==> src/inband_loop_code_consts.vh <==
// constants for the in-band loop code pattern block
// assumes a 50 MHz system clock and a word-wide classic Wishbone slave
`ifndef INBAND_LOOP_CODE_CONSTS_VH
`define INBAND_LOOP_CODE_CONSTS_VH

// register indexes, byte address is four times the index
`define IDX_INBAND_CODE_CONTROL 6'h0A
`define IDX_TX_PATTERN_LOW 6'h0B
`define IDX_TX_PATTERN_HIGH 6'h0C
`define IDX_RX_LOOPUP_PATTERN_LOW 6'h0D
`define IDX_RX_LOOPUP_PATTERN_HIGH 6'h0E
`define IDX_RX_LOOPDOWN_PATTERN_LOW 6'h0F
`define IDX_RX_LOOPDOWN_PATTERN_HIGH 6'h10
`define IDX_LOOPCODE_CONTROL 6'h13
`define IDX_LOOPCODE_STATUS 6'h14
`define IDX_IRQ_STATUS 6'h15
`define IDX_IRQ_MASK 6'h16

// field positions
`define TX_LEN_MSB 7
`define TX_LEN_LSB 6
`define UP_LEN_MSB 5
`define UP_LEN_LSB 3
`define DOWN_LEN_MSB 2
`define DOWN_LEN_LSB 0
`define TX_ENABLE_BIT 3
`define STAT_UP_BIT 7
`define STAT_DOWN_BIT 6
`define IRQ_UP_BIT 1
`define IRQ_DOWN_BIT 0

// reset values
`define RST_BYTE 8'h00

// detector timing
`define CLK_FREQ_MHZ 50
`define INTEG_TIME_MS 48
`define INTEG_CYCLES (`INTEG_TIME_MS * 1000 * `CLK_FREQ_MHZ)
`define ERR_RATIO 100
`define SLIP_LIMIT 5'd16
`define MIN_BITS 22'd16

`endif

==> src/loop_code_detector.v <==
// one repeating-pattern detector for the receive line
// assumes bit_strobe_i marks one valid received bit, synchronous to clock_i
`timescale 1ns/100ps

`include "inband_loop_code_consts.vh"

module loop_code_detector #(
  parameter PERIOD_CYCLES = `INTEG_CYCLES
) (
  input wire clock_i,
  input wire rst_i,
  input wire bit_strobe_i,
  input wire bit_i,
  input wire [15:0] pattern_i,
  input wire [4:0] length_i,
  output wire detected_o
);

  // ****************************************
  // phase tracking
  // ****************************************
  reg [3:0] phase_q;
  reg [15:0] pat_q;
  reg [4:0] leak_q;
  reg [21:0] timer_q;
  reg [21:0] bits_q;
  reg [21:0] errs_q;
  reg det_q;
  wire expected;
  wire mismatch;
  wire slip;
  wire last_phase;

  // first phase takes the live pattern so a rewrite lands on a repetition start
  assign expected = (phase_q == 4'h0) ? pattern_i[15] : pat_q[4'hF - phase_q];
  assign mismatch = bit_i ^ expected;
  // a wrong phase gives frequent errors; hold the phase one bit to hunt
  assign slip = mismatch && (leak_q >= `SLIP_LIMIT - 5'd4);
  assign last_phase = ({1'b0, phase_q} >= length_i - 5'd1);

  always @(posedge clock_i) begin
    if (rst_i) begin
      phase_q <= 4'h0;
      pat_q <= 16'h0000;
      leak_q <= 5'h00;
    end else if (bit_strobe_i) begin
      if (phase_q == 4'h0)
        pat_q <= pattern_i;
      if (slip) begin
        leak_q <= 5'h00;
      end else if (mismatch) begin
        leak_q <= leak_q + 5'd4;
      end else if (leak_q != 5'h00) begin
        leak_q <= leak_q - 5'd1;
      end
      if (slip)
        phase_q <= phase_q;
      else if (last_phase)
        phase_q <= 4'h0;
      else
        phase_q <= phase_q + 4'h1;
    end
  end

  // ****************************************
  // integration window
  // ****************************************
  wire period_end;
  wire [31:0] err_scaled;
  assign period_end = ({10'h000, timer_q} == PERIOD_CYCLES - 1);
  // kept at the full width of the product so no bit is dropped
  assign err_scaled = {10'h000, errs_q} * `ERR_RATIO;

  always @(posedge clock_i) begin
    if (rst_i) begin
      timer_q <= 22'h000000;
      bits_q <= 22'h000000;
      errs_q <= 22'h000000;
      det_q <= 1'b0;
    end else if (period_end) begin
      timer_q <= 22'h000000;
      bits_q <= 22'h000000;
      errs_q <= 22'h000000;
      // one error in a hundred bits is still a detection
      det_q <= (bits_q >= `MIN_BITS) && (err_scaled <= {10'h000, bits_q});
    end else begin
      timer_q <= timer_q + 22'h000001;
      if (bit_strobe_i) begin
        bits_q <= bits_q + 22'h000001;
        if (mismatch)
          errs_q <= errs_q + 22'h000001;
      end
    end
  end

  assign detected_o = det_q;

endmodule // loop_code_detector

==> src/inband_loop_code_pattern_regs.v <==
// in-band loop code generator, two detectors and their registers
// assumes line bits arrive and leave with one-cycle strobes on clock_i
// and that software uses classic Wishbone with 32-bit aligned words
`timescale 1ns/100ps

`include "inband_loop_code_consts.vh"

module inband_loop_code_pattern_regs #(
  parameter INTEG_CYCLES = `INTEG_CYCLES
) (
  input wire clock_i,
  input wire rst_i,
  input wire wb_cyc_i,
  input wire wb_stb_i,
  input wire wb_we_i,
  input wire [7:0] wb_adr_i,
  input wire [3:0] wb_sel_i,
  input wire [31:0] wb_dat_i,
  output wire [31:0] wb_dat_o,
  output wire wb_ack_o,
  input wire tx_bit_strobe_i,
  input wire tx_line_data_i,
  output wire tx_data_o,
  input wire rx_bit_strobe_i,
  input wire rx_data_i,
  output wire loopup_detected_flag_o,
  output wire loopdown_detected_flag_o,
  output wire irq_o
);

  // ****************************************
  // length decoding
  // ****************************************
  function [4:0] rx_length;
    input [2:0] code;
    begin
      if (code == 3'h7)
        rx_length = 5'd16;
      else
        rx_length = {2'b00, code} + 5'd1;
    end
  endfunction

  function [4:0] tx_length;
    input [1:0] code;
    begin
      case (code)
        2'h0: tx_length = 5'd5;
        2'h1: tx_length = 5'd6;
        2'h2: tx_length = 5'd7;
        default: tx_length = 5'd16;
      endcase
    end
  endfunction

  // ****************************************
  // register file
  // ****************************************
  reg [7:0] code_control_q;
  reg [7:0] tx_low_q;
  reg [7:0] tx_high_q;
  reg [7:0] up_low_q;
  reg [7:0] up_high_q;
  reg [7:0] down_low_q;
  reg [7:0] down_high_q;
  reg tx_loopcode_enable_q;
  reg [1:0] irq_status_q;
  reg [1:0] irq_status_d;
  reg [1:0] irq_mask_q;
  reg irq_q;
  reg ack_q;
  reg [31:0] dat_q;
  reg [7:0] rd_byte;
  wire [5:0] index;
  wire request;
  wire wr_stb;
  wire up_live;
  wire down_live;
  reg up_prev_q;
  reg down_prev_q;

  assign index = wb_adr_i[7:2];
  // ack one cycle after the request, then low for a cycle
  assign request = wb_cyc_i && wb_stb_i && !ack_q;
  // only the low byte lane carries data
  assign wr_stb = request && wb_we_i && wb_sel_i[0];

  always @(posedge clock_i) begin
    if (rst_i) begin
      code_control_q <= `RST_BYTE;
      tx_low_q <= `RST_BYTE;
      tx_high_q <= `RST_BYTE;
      up_low_q <= `RST_BYTE;
      up_high_q <= `RST_BYTE;
      down_low_q <= `RST_BYTE;
      down_high_q <= `RST_BYTE;
      tx_loopcode_enable_q <= 1'b0;
      irq_mask_q <= 2'b00;
    end else if (wr_stb) begin
      case (index)
        `IDX_INBAND_CODE_CONTROL: code_control_q <= wb_dat_i[7:0];
        `IDX_TX_PATTERN_LOW: tx_low_q <= wb_dat_i[7:0];
        `IDX_TX_PATTERN_HIGH: tx_high_q <= wb_dat_i[7:0];
        `IDX_RX_LOOPUP_PATTERN_LOW: up_low_q <= wb_dat_i[7:0];
        `IDX_RX_LOOPUP_PATTERN_HIGH: up_high_q <= wb_dat_i[7:0];
        `IDX_RX_LOOPDOWN_PATTERN_LOW: down_low_q <= wb_dat_i[7:0];
        `IDX_RX_LOOPDOWN_PATTERN_HIGH: down_high_q <= wb_dat_i[7:0];
        `IDX_LOOPCODE_CONTROL: tx_loopcode_enable_q <= wb_dat_i[`TX_ENABLE_BIT];
        `IDX_IRQ_MASK: irq_mask_q <= {wb_dat_i[`IRQ_UP_BIT], wb_dat_i[`IRQ_DOWN_BIT]};
        default: begin
        end
      endcase
    end
  end

  // read mux: unmapped words read as zero and are still acknowledged
  always @* begin
    rd_byte = 8'h00;
    case (index)
      `IDX_INBAND_CODE_CONTROL: rd_byte = code_control_q;
      `IDX_TX_PATTERN_LOW: rd_byte = tx_low_q;
      `IDX_TX_PATTERN_HIGH: rd_byte = tx_high_q;
      `IDX_RX_LOOPUP_PATTERN_LOW: rd_byte = up_low_q;
      `IDX_RX_LOOPUP_PATTERN_HIGH: rd_byte = up_high_q;
      `IDX_RX_LOOPDOWN_PATTERN_LOW: rd_byte = down_low_q;
      `IDX_RX_LOOPDOWN_PATTERN_HIGH: rd_byte = down_high_q;
      `IDX_LOOPCODE_CONTROL: rd_byte[`TX_ENABLE_BIT] = tx_loopcode_enable_q;
      `IDX_LOOPCODE_STATUS: begin
        rd_byte[`STAT_UP_BIT] = up_live;
        rd_byte[`STAT_DOWN_BIT] = down_live;
      end
      `IDX_IRQ_STATUS: begin
        rd_byte[`IRQ_UP_BIT] = irq_status_q[1];
        rd_byte[`IRQ_DOWN_BIT] = irq_status_q[0];
      end
      `IDX_IRQ_MASK: begin
        rd_byte[`IRQ_UP_BIT] = irq_mask_q[1];
        rd_byte[`IRQ_DOWN_BIT] = irq_mask_q[0];
      end
      default: rd_byte = 8'h00;
    endcase
  end

  always @(posedge clock_i) begin
    if (rst_i) begin
      ack_q <= 1'b0;
      dat_q <= 32'h00000000;
    end else begin
      ack_q <= request;
      if (request && !wb_we_i)
        dat_q <= {24'h000000, rd_byte};
    end
  end

  assign wb_ack_o = ack_q;
  assign wb_dat_o = dat_q;

  // ****************************************
  // interrupt status
  // ****************************************
  // a rising detection in the same cycle as a clearing write still sets
  always @* begin
    irq_status_d = irq_status_q;
    if (wr_stb && index == `IDX_IRQ_STATUS) begin
      if (wb_dat_i[`IRQ_UP_BIT])
        irq_status_d[1] = 1'b0;
      if (wb_dat_i[`IRQ_DOWN_BIT])
        irq_status_d[0] = 1'b0;
    end
    if (up_live && !up_prev_q)
      irq_status_d[1] = 1'b1;
    if (down_live && !down_prev_q)
      irq_status_d[0] = 1'b1;
  end

  always @(posedge clock_i) begin
    if (rst_i) begin
      irq_status_q <= 2'b00;
      up_prev_q <= 1'b0;
      down_prev_q <= 1'b0;
      irq_q <= 1'b0;
    end else begin
      irq_status_q <= irq_status_d;
      up_prev_q <= up_live;
      down_prev_q <= down_live;
      irq_q <= |(irq_status_d & irq_mask_q);
    end
  end

  assign irq_o = irq_q;

  // ****************************************
  // transmit pattern generator
  // ****************************************
  reg [15:0] tx_shift_q;
  reg [4:0] tx_count_q;
  reg tx_data_q;
  wire [15:0] tx_pattern;
  wire [4:0] tx_len;

  // low register leads, so its top bit starts every repetition
  assign tx_pattern = {tx_low_q, tx_high_q};
  assign tx_len = tx_length(code_control_q[`TX_LEN_MSB:`TX_LEN_LSB]);

  always @(posedge clock_i) begin
    if (rst_i) begin
      tx_shift_q <= 16'h0000;
      tx_count_q <= 5'h00;
      tx_data_q <= 1'b0;
    end else if (tx_bit_strobe_i) begin
      if (!tx_loopcode_enable_q) begin
        // disabled: line data passes and the next enable starts a fresh repetition
        tx_count_q <= 5'h00;
        tx_data_q <= tx_line_data_i;
      end else if (tx_count_q == 5'h00) begin
        // the pattern is sampled only here so rewrites never tear a repetition
        tx_data_q <= tx_pattern[15];
        tx_shift_q <= {tx_pattern[14:0], 1'b0};
        tx_count_q <= tx_len - 5'd1;
      end else begin
        tx_data_q <= tx_shift_q[15];
        tx_shift_q <= {tx_shift_q[14:0], 1'b0};
        tx_count_q <= tx_count_q - 5'd1;
      end
    end
  end

  assign tx_data_o = tx_data_q;

  // ****************************************
  // receive detectors
  // ****************************************
  wire [4:0] up_len;
  wire [4:0] down_len;
  assign up_len = rx_length(code_control_q[`UP_LEN_MSB:`UP_LEN_LSB]);
  assign down_len = rx_length(code_control_q[`DOWN_LEN_MSB:`DOWN_LEN_LSB]);

  // phase counts below the length, so bits past 8-N of the low byte stay unused
  loop_code_detector #(
    .PERIOD_CYCLES(INTEG_CYCLES)
  ) up_detector (
    .clock_i(clock_i),
    .rst_i(rst_i),
    .bit_strobe_i(rx_bit_strobe_i),
    .bit_i(rx_data_i),
    .pattern_i({up_low_q, up_high_q}),
    .length_i(up_len),
    .detected_o(up_live)
  );

  loop_code_detector #(
    .PERIOD_CYCLES(INTEG_CYCLES)
  ) down_detector (
    .clock_i(clock_i),
    .rst_i(rst_i),
    .bit_strobe_i(rx_bit_strobe_i),
    .bit_i(rx_data_i),
    .pattern_i({down_low_q, down_high_q}),
    .length_i(down_len),
    .detected_o(down_live)
  );

  assign loopup_detected_flag_o = up_live;
  assign loopdown_detected_flag_o = down_live;

endmodule // inband_loop_code_pattern_regs

==> config.mk <==
export PLATFORM = sky130hd
export DESIGN_NAME = inband_loop_code_pattern_regs
export DESIGN_NICKNAME = d
export VERILOG_FILES = /design/src/loop_code_detector.v /design/src/inband_loop_code_pattern_regs.v
export VERILOG_INCLUDE_DIRS = /design/src
export SDC_FILE = /design/constraint.sdc
export NUM_CORES = 1
export LEC_CHECK = 0
export ABC_AREA = 1
export ABC_CLOCK_PERIOD_IN_PS = 10300
export BUFFER_PORTS_ARGS = -buffer_cell sky130_fd_sc_hd__buf_2
export CORE_MARGIN = 10
export CORE_UTILIZATION = 60
export DETAILED_ROUTE_END_ITERATION = 10
export PLACE_DENSITY = 0.83
export SLEW_MARGIN = 20
export SYNTH_ARGS = -nofsm -noshare
export SYNTH_HDL_FRONTEND = slang
export SYNTH_SLANG_ARGS = --single-unit
==> constraint.sdc <==
create_clock -name clock_i -period 10.3 [get_ports clock_i]
set_input_delay 2.06 -clock clock_i [delete_from_list [all_inputs] [get_ports clock_i]]
set_output_delay 2.06 -clock clock_i [all_outputs]
set_load 0.005 [all_outputs]
==> summary.md <==
| Metric | Value |
|---|---|
| Worst slew pin tran | 0.979 ns |
| Largest net degree at the start of global routing | 113 |
| Ys flop type | dfxtp_1 |
| Commonest non-fill, non-tap cell in the layout | nand2_1 |
| Setup Skew | 0.0371 ns |
| Layout cells sized above 1 | 0.0496 |
| Area share of the largest cell type after synthesis | 0.281 |
| GRT Util Overall | 0.230 |
| Hold Fails Final Rpt | 0 |
| Most frequent cells in the layout | nand2_1, inv_1, dfxtp_1 |
| Crit start category | flip-flop |
| Post-route clock period utilization | 0.434 |
| Area contributors post-synth | dfxtp_1, ha_1, nand2_1 |
| RePlAce Congestion | 0.936 |
| CTS tree | built |
| Row cnt | 66 |
| Die width | 202 um |
| Worst R2R Start | up_detector.errs_q[5] |
| WP data arrival | 4.92 ns |
| Max clock buf depth | 3 |
| Place WS | 5.69 ns |
| Routed WL | 48.2 mm |
| Grt ovf | 0 |
| Worst-path cell chain | ha_1, ha_1, inv_1, fa_1, inv_1, ha_1, a21oi_1, o21ai_0, a21oi_1, o21ai_0, xor2_1, ha_1, nand2_1, nor4b_1, nand2_1, nand2_1, nand2_1, nand2_1, nand2_1, nand4_1, nand2_1 |
| Power Density | 127 nW/um^2 |
| Crit path from | up_detector.errs_q[5] |
| Status | complete, no violations |
| Number of global-route vias before repair | 17,100 |
| Setup Buffers After CTS | 0 |
| Nets | 3,143 |
| Synth area leader | dfxtp_1 |
| Crit Path Category | flip-flop to flip-flop |
| Synth Cell Area | 19,800 um^2 |
| First-pass GRT wire length | 81.1 mm |
| Avg Inst Size Synth | 7.02 um^2 |
| Reg clk slew, reported paths | 0.06 ns |
| Worst EP required | 10.75 ns |
| Slew HR | 0.345 |
| Worst path max stage delay | 0.52 ns |
| Clock Latency Late Sink | 0.58 ns |
| Slowest CP cell | fa_1 |
| Leak pwr | 9.82 nW |
| Via density | 5.54 |
| Final worst slack | 5.83 ns |
| Worst path bufs/invs | 2 |
| Clk sink count | 278 |
| Post-Route Utilization | 0.655 |
| Core area | 32,500 um^2 |
| Crit-path most repeated cell | nand2_1 |
| Max_cap viols | 0 |
| CP Capture Type | flip-flop |
| Final setup fails | 0 |
| Hold Path Class | flip-flop to flip-flop |
| Peak Freq | 0.224 GHz |
| Root Driver | clkbuf_16 |
| Async S/R FF share, synth | 0 |
| DR pass1 iterations | 6 |
| Clock buffer count from CTS | 31 |
| Hold_buf cts | 0 |
| I/O pin count | 90 |
| DRT antenna net count | 0 |
| Sequential share of the synthesized area | 0.281 |
| Post-Synthesis Cells | 2,819 |
| Hold path start | down_prev_q |
| DR vias | 18,300 |
| Post-route DRC | 0 |
| H-tree levels | 1 |
| Area grow syn2layout | 7.64% |
| RSZ-0062 raised after global routing | false |
| #FFs+latches synth | 278 |
| Number of I/O port buffers | 36 |
| VDD IR max | 0.000140 V |
| Iter 0 DRT Violations | 1,316 |
| Post-synth EDFFs | 0 |
| Die Height | 202 um |
| Hpwl dp | 36.9 mm |
| Starting Density | 0.608 |
| Period minus WS final | 4.47 ns |
| CTS resizes | 0 |
| Post-synthesis cell type count | 61 |
| Final slew viol count | 0 |
| Initial antenna violation count | 1 |
| YS warnings | 0 |
| Critical-path maximum fanout | 5 |
| Routed len/inst | 14.6 um |
| Setup TNS | 0 ns |
| Die area | 40,600 um^2 |
| Largest delay share family, worst path | adder cells |
[worst reg2reg max path, cell delays in order (launching register included)]
cell and delay, ns:
dfxtp_1 0.44, ha_1 0.29, ha_1 0.29, inv_1 0.06, fa_1 0.52, inv_1 0.05
ha_1 0.35, a21oi_1 0.25, o21ai_0 0.16, a21oi_1 0.22, o21ai_0 0.17, xor2_1 0.20
ha_1 0.31, nand2_1 0.06, nor4b_1 0.47, nand2_1 0.11, nand2_1 0.08, nand2_1 0.05
nand2_1 0.05, nand2_1 0.08, nand4_1 0.10, nand2_1 0.05
[flip-flops by register name, indices dropped and copies added, names as in the netlist, 15 cells and up]
name,count
up_detector.errs_q,22
down_detector.pat_q,16
tx_shift_q,15
up_detector.bits_q,22
down_detector.errs_q,22
down_detector.bits_q,22
up_detector.timer_q,22
up_detector.pat_q,16
down_detector.timer_q,22
[report_power, final]
group	switching [mW]	leakage [nW]	internal (mW)	total, mW
combinational	0.256	7.05	0.131	0.387
clock	0.462	0.526	0.712	1.17
sequential	0.0327	2.25	1.11	1.15
[final timing paths]
path / slack, ns / end / depth (start not counted)
worst min register to register: 0.44 / irq_status_q[0] / 1
worst max register to register: 5.83 / up_detector.detected_o / 21
worst min-delay path: 0.44 / irq_status_q[0] / 1
worst max-delay path: 5.83 / up_detector.detected_o / 21
[cells by family (layout without fill, tap and decap cells)]
family | after synthesis | in the layout | synth area share
simple gates | 1126 | 1126 | 0.249
buf+inv | 551 | 573 | 0.112
compound gates | 510 | 510 | 0.140
flops | 278 | 278 | 0.281
fa+ha+maj | 251 | 251 | 0.172
xor+xnor | 102 | 102 | 0.0451
other cells | 1 | 25 | 0.000190
[synth_stat cells, types with 6 or more instances]
library cell and n:
nand2_1 535, o211ai_1 18, o21a_1 11, buf_2 13
xor2_1 77, nor4_1 11, nor3b_1 10, xnor2_1 25
ha_1 217, nand4_1 61, clkbuf_1 29, o22ai_1 9
nor2_1 249, o21bai_1 10, nand3_1 151, nand3b_1 9
buf_4 28, a221oi_1 8, nand2_2 10, inv_1 459
nor3_1 49, o21ai_0 155, a31oi_1 7, a21oi_1 265
fa_1 34, dfxtp_1 278, and3_1 8, nor2_2 6
inv_2 11
[per-layer routing]
metal / GRT usage / part of all wire / vias to the layer above
li1: - / - / 9219
met1: 0.305 / 0.45 / 8480
met2: 0.382 / 0.46 / 543
met3: 0.0296 / 0.063 / 91
met4: 0.0674 / 0.026 / 0
met5: 0 / 0 / -
[final cells by class]
| type | count | area, um^2 |
|---|---|---|
| timing repair buffer | 41 | 218 |
| clock buffer | 46 | 912 |
| fill | 2810 | 11200 |
| tap | 442 | 553 |
| antenna | 1 | 2.50 |
| sequential | 278 | 5570 |
| clock inverter | 12 | 179 |
| multi-input combinational | 2013 | 12100 |
| inverter | 474 | 1780 |
[per-stage QoR]
stage / std cells / area [um^2] / hold slack [ns] / power, mW
after floorplan: 2842 / 19900 / 0.413 / 1.47
after detailed placement: 3248 / 20200 / 0.433 / 1.54
final: 3307 / 21300 / 0.444 / 2.71
after global placement: 3248 / 20200 / 0.425 / 1.52
after global routing: 3307 / 21300 / 0.451 / 2.82
after CTS: 3306 / 21300 / 0.441 / 2.71
No activity file was read; power rests on OpenSTA's default activity.
